--- config.mk ---
export PLATFORM = sky130hd
export DESIGN_NAME = sgpf_cfg
export DESIGN_NICKNAME = d
export VERILOG_FILES = /design/src/rtl/sgpf_pkg.sv /design/src/rtl/sgpf_cfg.sv /design/src/rtl/sgpf_prio_lookup.sv
export SDC_FILE = /design/constraint.sdc
export NUM_CORES = 1
export LEC_CHECK = 0
export ABC_AREA = 1
export BUFFER_PORTS_ARGS = -buffer_cell sky130_fd_sc_hd__clkbuf_2
export CORE_ASPECT_RATIO = 0.5
export CORE_MARGIN = 4
export CORE_UTILIZATION = 43
export CTS_CLUSTER_SIZE = 40
export DETAILED_ROUTE_END_ITERATION = 12
export PLACE_DENSITY = 0.85
export SLEW_MARGIN = 25
export SYNTH_ARGS = -nofsm -noshare
export SYNTH_HDL_FRONTEND = slang
export SYNTH_SLANG_ARGS = --single-unit
--- constraint.sdc ---
create_clock -name pclk -period 1.7 [get_ports pclk]
set_input_delay 0.17 -clock pclk [delete_from_list [all_inputs] [get_ports pclk]]
set_output_delay 0.17 -clock pclk [all_outputs]
set_load 0.005 [all_outputs]
--- src/rtl/sgpf_pkg.sv ---
// Offsets, field layouts and reset values of the priority and forwarding configuration bank
package sgpf_pkg;

  // Printed register indices; byte address is four times the index
  localparam logic [5:0] IDX_MAP_LOW = 6'h0c; // Priority map for tags 0..3
  localparam logic [5:0] IDX_MAP_HIGH = 6'h0d; // Priority map for tags 4..7
  localparam logic [5:0] IDX_FWD = 6'h0e; // Unknown-destination forwarding
  localparam logic [5:0] IDX_BASE = 6'h0f; // Transceiver management base address

  // APB byte addresses derived from the indices
  localparam logic [7:0] ADDR_MAP_LOW = {IDX_MAP_LOW, 2'h0};
  localparam logic [7:0] ADDR_MAP_HIGH = {IDX_MAP_HIGH, 2'h0};
  localparam logic [7:0] ADDR_FWD = {IDX_FWD, 2'h0};
  localparam logic [7:0] ADDR_BASE = {IDX_BASE, 2'h0};

  // Priority field geometry
  localparam int PRIO_W = 2; // Width of one priority field
  localparam int TAG_W = 3; // Width of an 802.1p tag value

  // Forwarding register fields
  localparam int FWD_EN_BIT = 7; // Unknown-destination forwarding enable
  localparam int FWD_DRIVE_BIT = 6; // Pad drive selection, stored only
  localparam int FWD_MASK_LSB = 0; // Port mask, bit 0 is port 1
  localparam int FWD_MASK_W = 3;

  // Base address register fields
  localparam int BASE_LSB = 3;
  localparam int BASE_W = 5;
  localparam logic [4:0] BASE_NONE = 5'h00; // Not applicable code
  localparam logic [4:0] BASE_TOP_A = 5'h1e; // Not applicable code
  localparam logic [4:0] BASE_TOP_B = 5'h1f; // Not applicable code

  // Reset values
  localparam logic [7:0] RST_MAP_LOW = 8'h50;
  localparam logic [7:0] RST_MAP_HIGH = 8'hfa;
  localparam logic [7:0] RST_FWD = 8'h47;
  localparam logic [7:0] RST_BASE = 8'h08;

  // Writable bits; the rest are read-only reserved bits
  localparam logic [7:0] WMASK_MAP = 8'hff;
  localparam logic [7:0] WMASK_FWD = 8'hc7;
  localparam logic [7:0] WMASK_BASE = 8'hf8;

endpackage : sgpf_pkg

--- src/rtl/sgpf_cfg.sv ---
// APB register bank for tag priority map, unknown-destination forwarding and transceiver base address
// What this block does
// - Tagged frames get priority from their tag field
// - Enable bit sends unknown destinations to mask
// - Mask bits 0..2 select ports 1..3
// - Base field gives port 1 management address
// - Port 2 answers at base plus one
//
// Chosen here: the APB register port.
module sgpf_cfg #(
  parameter int NUM_PORTS = 3 // Ports covered by the forwarding mask
) (
  input wire logic pclk, // System clock, 100 MHz
  input wire logic presetn, // Asynchronous reset, active low
  input wire logic ce, // Clock enable, freezes all state when low
  input wire logic psel, // APB select
  input wire logic penable, // APB access phase
  input wire logic pwrite, // APB direction, high for write
  input wire logic [7:0] paddr, // APB byte address
  input wire logic [31:0] pwdata, // APB write data
  input wire logic [3:0] pstrb, // APB byte strobes
  output logic [31:0] prdata, // APB read data, registered
  output logic pready, // APB ready
  output logic pslverr, // APB error for unmapped address, registered
  input wire logic tag_valid, // Priority lookup request
  input wire logic [sgpf_pkg::TAG_W-1:0] tag, // 802.1p tag of the frame
  output logic prio_valid, // Priority result valid
  output logic [sgpf_pkg::PRIO_W-1:0] prio, // Priority for the frame
  input wire logic lookup_valid, // Destination lookup finished
  input wire logic lookup_miss, // Destination address was not found
  input wire logic [2:0] default_ports, // Ports the engine would use otherwise
  output logic fwd_valid, // Forwarding decision valid
  output logic [2:0] fwd_ports, // Ports that get the frame
  input wire logic mgmt_valid, // Management access begins
  input wire logic [4:0] mgmt_addr, // Transceiver address of the access
  output logic mgmt_hit_valid, // Address decision valid
  output logic mgmt_hit_port1, // Access targets port 1 transceiver
  output logic mgmt_hit_port2, // Access targets port 2 transceiver
  output logic unknown_fwd_enable, // Current forwarding enable
  output logic [2:0] unknown_fwd_mask, // Current forwarding mask
  output logic [4:0] transceiver_mgmt_base // Current base address
);

  // Refuse port counts the mask layout cannot serve
  generate
    if (NUM_PORTS != sgpf_pkg::FWD_MASK_W) begin : g_bad_ports
      $error("sgpf_cfg: NUM_PORTS must equal the mask width");
    end
  endgenerate

  // Register storage
  logic [7:0] tag_priority_map_low; // Fields for tags 0..3
  logic [7:0] tag_priority_map_high; // Fields for tags 4..7
  logic [7:0] unknown_dest_forwarding; // Enable, drive, mask
  logic [7:0] transceiver_base_address; // Base address field
  logic [7:0] next_map_low;
  logic [7:0] next_map_high;
  logic [7:0] next_fwd_reg;
  logic [7:0] next_base_reg;

  // Bus response state
  logic resp_ok; // Read data for the current transfer is loaded
  logic next_resp_ok;
  logic [31:0] next_prdata;
  logic next_pslverr;
  logic addr_hit; // Address is one of the four registers
  logic [7:0] rd_mux; // Register selected by the address
  logic wr_acc; // Write takes effect at this edge

  // Datapath decision state
  logic next_fwd_valid;
  logic [2:0] next_fwd_ports;
  logic next_hit_valid;
  logic next_hit1;
  logic next_hit2;
  logic base_ok; // Base code is usable
  logic [5:0] port2_addr; // Widened so base plus one cannot wrap

  // Live field views
  assign unknown_fwd_enable = unknown_dest_forwarding[sgpf_pkg::FWD_EN_BIT];
  assign unknown_fwd_mask = unknown_dest_forwarding[sgpf_pkg::FWD_MASK_LSB +: sgpf_pkg::FWD_MASK_W];
  assign transceiver_mgmt_base = transceiver_base_address[sgpf_pkg::BASE_LSB +: sgpf_pkg::BASE_W];

  // Ready only once data is loaded, so a frozen clock enable just adds wait states
  assign pready = psel & penable & ce & resp_ok;
  assign wr_acc = pready & pwrite;

  // Address decode and read selection
  always_comb begin
    addr_hit = 1'b1;
    case (paddr)
      sgpf_pkg::ADDR_MAP_LOW: rd_mux = tag_priority_map_low;
      sgpf_pkg::ADDR_MAP_HIGH: rd_mux = tag_priority_map_high;
      sgpf_pkg::ADDR_FWD: rd_mux = unknown_dest_forwarding;
      sgpf_pkg::ADDR_BASE: rd_mux = transceiver_base_address;
      default: begin
        rd_mux = 8'h00; // Unmapped reads return zero with an error
        addr_hit = 1'b0;
      end
    endcase
  end

  // Next values of the register file; only byte lane 0 carries data
  always_comb begin
    next_map_low = tag_priority_map_low;
    next_map_high = tag_priority_map_high;
    next_fwd_reg = unknown_dest_forwarding;
    next_base_reg = transceiver_base_address;
    if (wr_acc && pstrb[0]) begin
      case (paddr)
        sgpf_pkg::ADDR_MAP_LOW: next_map_low = pwdata[7:0];
        sgpf_pkg::ADDR_MAP_HIGH: next_map_high = pwdata[7:0];
        sgpf_pkg::ADDR_FWD: begin
          // Reserved bits keep their reset value whatever is written
          next_fwd_reg = (pwdata[7:0] & sgpf_pkg::WMASK_FWD) |
                         (sgpf_pkg::RST_FWD & ~sgpf_pkg::WMASK_FWD);
        end
        sgpf_pkg::ADDR_BASE: begin
          next_base_reg = (pwdata[7:0] & sgpf_pkg::WMASK_BASE) |
                          (sgpf_pkg::RST_BASE & ~sgpf_pkg::WMASK_BASE);
        end
        default: begin
          next_map_low = tag_priority_map_low; // Unmapped write is dropped
        end
      endcase
    end
  end

  // Register file flops, reset to the documented defaults
  always_ff @(posedge pclk or negedge presetn) begin
    if (!presetn) begin
      tag_priority_map_low <= sgpf_pkg::RST_MAP_LOW;
      tag_priority_map_high <= sgpf_pkg::RST_MAP_HIGH;
      unknown_dest_forwarding <= sgpf_pkg::RST_FWD;
      transceiver_base_address <= sgpf_pkg::RST_BASE;
    end else if (ce) begin
      tag_priority_map_low <= next_map_low;
      tag_priority_map_high <= next_map_high;
      unknown_dest_forwarding <= next_fwd_reg;
      transceiver_base_address <= next_base_reg;
    end
  end

  // Bus response: load read data and error once per transfer
  always_comb begin
    next_resp_ok = resp_ok;
    next_prdata = prdata;
    next_pslverr = pslverr;
    if (!psel || pready) begin
      next_resp_ok = 1'b0; // Transfer over or idle
    end else if (!resp_ok) begin
      next_resp_ok = 1'b1;
      next_prdata = {24'h000000, rd_mux};
      next_pslverr = ~addr_hit;
    end
  end

  // Bus response flops
  always_ff @(posedge pclk or negedge presetn) begin
    if (!presetn) begin
      resp_ok <= 1'b0;
      prdata <= 32'h00000000;
      pslverr <= 1'b0;
    end else if (ce) begin
      resp_ok <= next_resp_ok;
      prdata <= next_prdata;
      pslverr <= next_pslverr;
    end
  end

  // Priority lookup reads the live map registers
  sgpf_prio_lookup u_prio (
    .pclk(pclk),
    .presetn(presetn),
    .ce(ce),
    .map_low(tag_priority_map_low),
    .map_high(tag_priority_map_high),
    .tag_valid(tag_valid),
    .tag(tag),
    .prio_valid(prio_valid),
    .prio(prio)
  );

  // Forwarding and management address decisions
  always_comb begin
    base_ok = (transceiver_mgmt_base != sgpf_pkg::BASE_NONE) &&
              (transceiver_mgmt_base != sgpf_pkg::BASE_TOP_A) &&
              (transceiver_mgmt_base != sgpf_pkg::BASE_TOP_B);
    port2_addr = {1'b0, transceiver_mgmt_base} + 6'h01;
    next_fwd_valid = lookup_valid;
    next_fwd_ports = fwd_ports;
    if (lookup_valid) begin
      // Mask bit i is port i+1, so the mask maps straight onto the port vector
      if (lookup_miss && unknown_fwd_enable) begin
        next_fwd_ports = unknown_fwd_mask;
      end else begin
        next_fwd_ports = default_ports; // Feature off or known destination
      end
    end
    next_hit_valid = mgmt_valid;
    next_hit1 = mgmt_hit_port1;
    next_hit2 = mgmt_hit_port2;
    if (mgmt_valid) begin
      // Unusable base codes answer nowhere rather than alias another address
      next_hit1 = base_ok && (mgmt_addr == transceiver_mgmt_base);
      next_hit2 = base_ok && ({1'b0, mgmt_addr} == port2_addr);
    end
  end

  // Decision flops
  always_ff @(posedge pclk or negedge presetn) begin
    if (!presetn) begin
      fwd_valid <= 1'b0;
      fwd_ports <= 3'h0;
      mgmt_hit_valid <= 1'b0;
      mgmt_hit_port1 <= 1'b0;
      mgmt_hit_port2 <= 1'b0;
    end else if (ce) begin
      fwd_valid <= next_fwd_valid;
      fwd_ports <= next_fwd_ports;
      mgmt_hit_valid <= next_hit_valid;
      mgmt_hit_port1 <= next_hit1;
      mgmt_hit_port2 <= next_hit2;
    end
  end

  logic [15:0] chk_map; // Helper: both maps for the expected field
  logic [1:0] chk_field;
  assign chk_map = {tag_priority_map_high, tag_priority_map_low};
  assign chk_field = chk_map[{tag, 1'b0} +: 2];
endmodule : sgpf_cfg

--- src/rtl/sgpf_prio_lookup.sv ---
// Registered 802.1p tag to queue priority lookup
module sgpf_prio_lookup (
  input wire logic pclk, // System clock
  input wire logic presetn, // Asynchronous reset, active low
  input wire logic ce, // Clock enable, freezes state when low
  input wire logic [7:0] map_low, // Priority fields for tags 0..3
  input wire logic [7:0] map_high, // Priority fields for tags 4..7
  input wire logic tag_valid, // Lookup request
  input wire logic [sgpf_pkg::TAG_W-1:0] tag, // Tag of the frame
  output logic prio_valid, // Result valid, one cycle
  output logic [sgpf_pkg::PRIO_W-1:0] prio // Assigned priority
);

  localparam int NUM_TAGS = 1 << sgpf_pkg::TAG_W;

  logic [15:0] map_all; // Both map registers side by side
  logic [sgpf_pkg::PRIO_W-1:0] field [NUM_TAGS]; // One field per tag value
  logic next_prio_valid;
  logic [sgpf_pkg::PRIO_W-1:0] next_prio;

  assign map_all = {map_high, map_low};

  // Unpack one field per tag value
  genvar gi;
  generate
    for (gi = 0; gi < NUM_TAGS; gi++) begin : g_field
      assign field[gi] = map_all[gi*sgpf_pkg::PRIO_W +: sgpf_pkg::PRIO_W];
    end
  endgenerate

  // Select the field of the requested tag; live registers, so a write applies at once
  always_comb begin
    next_prio_valid = tag_valid;
    next_prio = tag_valid ? field[tag] : prio; // Hold last result between lookups
  end

  // Result registers
  always_ff @(posedge pclk or negedge presetn) begin
    if (!presetn) begin
      prio_valid <= 1'b0;
      prio <= '0;
    end else if (ce) begin
      prio_valid <= next_prio_valid;
      prio <= next_prio;
    end
  end

endmodule : sgpf_prio_lookup

# After elaboration in Yosys (flattened, before gate mapping)
# Cells that the tools add are included.
totals:
  out_inout_bits: 53
  wordCells: 57
  in_bits: 65
  ff_bits: 46
op_classes:
  order_cmp: 1
  add_sub_neg: 1
  reduce_logical: 18
  eq_ne: 8
  bitwise: 8
  muxes: 7
ops:
  columns: ["op", "n"]
  rows:
  - ["== test 8 x 6 -> 1 bit (second input constant)", 4]
  - ["one-hot mux 8 bit (4 select lines)", 1]
  - ["AND reduction 3 bit", 5]
  - ["!= test 5 bit (second input constant)", 2]
  - ["adder 5 x 1 -> 6 bit (second input constant)", 1]
  - ["binary-select mux 2 bit (select 3 bit)", 1]
  - ["== test 5 x 6 -> 1 bit", 1]
  - ["logical AND 1 bit", 6]
  - ["AND reduction 2 bit", 3]
  - ["== test 5 bit", 1]
  - ["nonzero test 5 bit", 1]
  - ["bitwise AND 1 bit", 4]
  - [">= comparator 4 bit (second input constant)", 1]
  - ["two-way mux 2 bit", 2]
  - ["inverter 3 -> 4 bit", 1]
  - ["OR reduction 4 bit", 1]
  - ["two-way mux 3 bit", 1]
  - ["inverter 1 bit", 3]
  - ["two-way mux 1 bit", 2]
  - ["zero test 1 bit", 1]
  - ["logical OR 1 bit", 1]

# Longest topological paths before layout
logic_depth:
  word_depth: 6
  ltp_mapped: 10
  depth_no_buf: 10

# Cells and area by module
# Synthesis repeated with hierarchy kept, for this count alone.
unflattened:
  cells_unflattened: 372
  area_unflattened_um2: 2869.0
by_module_without_submodules:
  columns: ["mod", "n_inst", "area_each_um2", "seq_area_each_um2", "cells_each"]
  rows:
  - ["sgpf_cfg", 1, 2552.4, 1092.3, 313]
  - ["sgpf_prio_lookup", 1, 316.6, 75.1, 59]

# Worst setup path after synthesis
# OpenSTA, ideal clock, no wires.
synth_path:
  path_kind: "flip-flop to flip-flop"
  startpoint: "reg transceiver_base_address[3]"
  endpoint: "reg mgmt_hit_port2"
  setup_time_ns: 0.083
  arrival_time_ns: 1.563
  period_less_slack_ns: 1.645
  n_path_buf: 0
  path_stages_with_launch: 10
  setup_slack_ns: 0.055
  t_required_ns: 1.617
  path_cell_list: "dfstp_2 ha_1 inv_1 nor3_1 ha_1 nand2_1 nand2_1 nor2_1 nand4_1 o21ai_0"
synth_via:
  elab_chain_len: 4
  word_cells_on_any_way: 8
  classes_between: "1 x add/sub; 3 x eq/ne; 4 x reduce/logical"
synth_lines:
  columns: ["element", "line", "rtl"]
  rows:
  - ["from (decl)", "sgpf_cfg.sv:55", "logic [7:0] transceiver_base_address;"]
  - ["from (signal assigned)", "sgpf_cfg.sv:135", "transceiver_base_address <= sgpf_pkg::RST_BASE;"]
  - ["from (signal assigned)", "sgpf_cfg.sv:140", "transceiver_base_address <= next_base_reg;"]
  - ["branches (longest 3 deep; another with adder 5 x 1 -> 6 bit)", null, null]
  - ["logical AND 1 bit (*)", "sgpf_cfg.sv:206", "next_hit2 = base_ok && ({1'b0, mgmt_addr} == port2_addr);"]
  - ["to (signal assigned)", "sgpf_cfg.sv:223", "mgmt_hit_port2 <= next_hit2;"]
  - ["to (decl)", "sgpf_cfg.sv:38", "output logic mgmt_hit_port2,"]
# Every way passes the cells marked *.
# A chain may end at the register's enable or synchronous reset.

# Worst setup path after layout
# Same ends and word-level chain as after synthesis.

==> flow_summary_export.csv <==
group,metric,value,unit
placed_design,io_buffer_count,66,
grt,grt_overflow,0,
placed_design,dp.final_hpwl,4890,um
timing,rsz0062_at_grt,"true",
setup_path,start_kind,"register",
finish,nNetsFinal,496,
finish,area_growth,21.0,%
route,wl_per_cell,12.8,um
route,dr.pass1.iters,5,
setup_path,crit_path_frequent_cell,"nand2_1",
cts,clk_pin_slew,70,ps
min_path,hp-class,"input pin to register",
route,vias,2558,
power,p_leak,1.81,nW
finish,fillers,546,
timing,fin_hold_ws,129,ps
synthesis,synth_warnings,0,
die,core,0.00613,mm2
die,fp.dieH,64.5,um
finish,seq_area,0.00117,mm2
timing,final.setup_skew,7.65,ps
die,fp.dieW,121,um
die,rows,20,
cts,cts-root-buf,"clkbuf_16",
die,die-area,0.00781,mm2
timing,setup_ws,56.0,ps
setup_path,crit_type,"register to register",
min_path,hold_depth,3,
synthesis,syn_area_per_cell,7.74,um2
timing,fmax,0.608,GHz
cts,cts_buffer_depth,2,
timing,report.final.slew_viol_count,0,
grt,grt_pass1_vias,2310,
timing,fin_crit,1640,ps
cts,numCtsBuffers,5,
placed_design,gp_congestion,0.948,
die,io_pins,118,
route,drcViolationCount,0,
timing,setup_violations,0,
setup_path,crit_path_cell_trace,"ha_4, inv_4, nor3_4, ha_1, nand2_1, nand2_1, nor2_1, nand4_1, o21ai_1",
finish,multi_input_area,0.00127,mm2
route,wl,6620,um
cts,cts_tree,"yes",
synthesis,syn_inst,355,
grt,antenna_found_initial,0,
job,drv_cap,0,
setup_path,cp.required,1910,ps
route,drt_iter0_drc,233,
setup_path,reg2reg_depth,9,
synthesis,seq_area_frac_synth,42.5,%
finish,drive_gt1_share,28.3,%
route,ant_nets,0,
synthesis,ys_types,32,
setup_path,end_kind,"register",
grt,gr-usage-all-layers,17.4,%
cts,clock_sinks,46,
timing,tightest_slew,564,ps
placed_design,post-place-ws,32.6,ps
setup_path,cpPeakStageDelay,550,ps
power,max-vdd-ir-drop,0.395,mV
route,routed_via_density,4.96,
setup_path,crit_fanout,2,
timing,slew_headroom,62.4,%
finish,antenna_cells,0,
synthesis,ys_seq_elements,46,
power,p_per_area,805,mW/mm2
grt,grt_pass1_wl,10900,um
setup_path,worstPathArrival,1860,ps
outcome,status,"complete, no violations",
timing,finalHoldViolations,0,
grt,grt_max_degree,47,
synthesis,syn_area,0.00275,mm2
setup_path,crit_slowest_cell,"dfstp_2",
timing,timing.final.crit_share,96.7,%
cts,h-tree-depth,2,
timing,tns,0,ps
die,start_util,44.8,%
cts,clock_latency,290,ps
==> synthesized netlist by cell type (all sizes together) <==
cell | number | area [um2]
dfstp | 13 | 342
nand3 | 36 | 185
buf | 33 | 250
or2 | 1 | 6.26
o21ai | 43 | 245
nand4 | 3 | 18.8
and2 | 1 | 8.76
a21oi | 7 | 35.0
nor3 | 2 | 10.0
nor2 | 18 | 98.8
o21bai | 1 | 7.51
inv | 42 | 158
clkinv | 1 | 3.75
nand2 | 107 | 434
dfrtp | 33 | 826
ha | 4 | 50.1
o211ai | 4 | 30.0
a31oi | 1 | 6.26
o22ai | 1 | 6.26
clkbuf | 1 | 3.75
xor2 | 2 | 17.5
conb | 1 | 3.75
==> cells by family (layout without fill, tap and decap cells) <==
| family | count (synthesis) | count (layout) | synth area share, % |
|---|---|---|---|
| AND/OR/NAND/NOR | 168 | 168 | 27.7 |
| buffers and inverters | 77 | 127 | 15.1 |
| AO/OA/AOI/OAI | 57 | 57 | 12.0 |
| flip-flops | 46 | 46 | 42.5 |
| adder cells (fa/ha/maj) | 4 | 4 | 1.82 |
| XOR/XNOR | 2 | 2 | 0.638 |
| other | 1 | 24 | 0.137 |
==> power breakdown <==
part | switching [W] | internal (W)
sequential | 0.0000145 | 0.00112
combinational | 0.000156 | 0.0000863
clock | 0.000412 | 0.000882
==> worst paths after layout <==
kind / start / end / slack (ps)
min reg2reg: prdata[3] / prdata[3] / 480
max: transceiver_base_address[3] / mgmt_hit_port2 / 60
min: pwdata[3] / tag_priority_map_high[3] / 130
max reg2reg: transceiver_base_address[3] / mgmt_hit_port2 / 60
min in group asynchronous: presetn / tag_priority_map_low[5] / 510
max in group asynchronous: presetn / unknown_dest_forwarding[6] / 810
==> per-layer routing <==
| metal | vias up | GRT usage (%) | part of all wire [%] |
|---|---|---|---|
| met5 | - | 0 | 0 |
| met4 | 0 | 5.93 | 1.8 |
| met3 | 14 | 3.23 | 7.4 |
| met2 | 113 | 28.4 | 46 |
| met1 | 1193 | 23.5 | 45 |
| li1 | 1238 | - | - |
==> placed cells by master (no fill, tap or decap), types with 2 or more instances in the layout <==
master,n
nor2_4,2
o21ai_0,21
nor2_1,15
ha_1,3
dfstp_2,13
clkbuf_16,5
nand2_4,3
nand2_1,100
nand2_2,4
clkbuf_2,66
buf_4,9
nand3_1,35
bufinv_16,2
a21oi_1,7
xor2_1,2
inv_1,40
o211ai_1,4
conb_1,24
dfrtp_1,33
nand4_1,3
o21ai_2,8
o21ai_1,14
==> stage by stage <==
step / util (%) / power [W] / instance area [um2] / std cells
after floorplan: - / 0.00131 / 2830 / 378
after global placement: 50.2 / 0.00139 / 3080 / 506
after detailed placement: 50.2 / 0.00139 / 3080 / 506
after CTS: 53.6 / 0.00267 / 3290 / 515
after global routing: 54.2 / 0.00276 / 3320 / 516
final: 54.2 / 0.00267 / 3320 / 516
==> critical path: cells and delay by family, from the launching register on <==
family                   cells  cell delay (ps)
buffers and inverters        1               40
flip-flops                   1              550
AO/OA/AOI/OAI                1              120
adder cells (fa/ha/maj)      2              390
AND/OR/NAND/NOR              5              460
==> sequential cells by signal, indices dropped and copies added, names as in the netlist <==
name                      cells
prdata                        8
tag_priority_map_high         8
tag_priority_map_low          8
transceiver_base_address      5
unknown_dest_forwarding       5
fwd_ports                     3
u_prio.prio                   2
fwd_valid                     1
mgmt_hit_port1                1
mgmt_hit_port2                1
mgmt_hit_valid                1
pslverr                       1
resp_ok                       1
u_prio.prio_valid             1
==> what timing repair did <==
action	CTS	global route
setup endpoints to repair	0	1
hold buffers	1	0
endpoints found under the hold margin	33	0
gates resized for setup	0	7
buffers inserted	0	1
==> final cells by class <==
type	count	share of cell area [%]
clock buffers	6	4.18
clock inverters	2	1.81
repair buffers	76	12.3
well taps	88	3.31
multi-input cells	255	38.3
flip-flops and latches	46	35.1
inverters	43	4.93
Note: power is estimated with default switching activity, not from simulation.
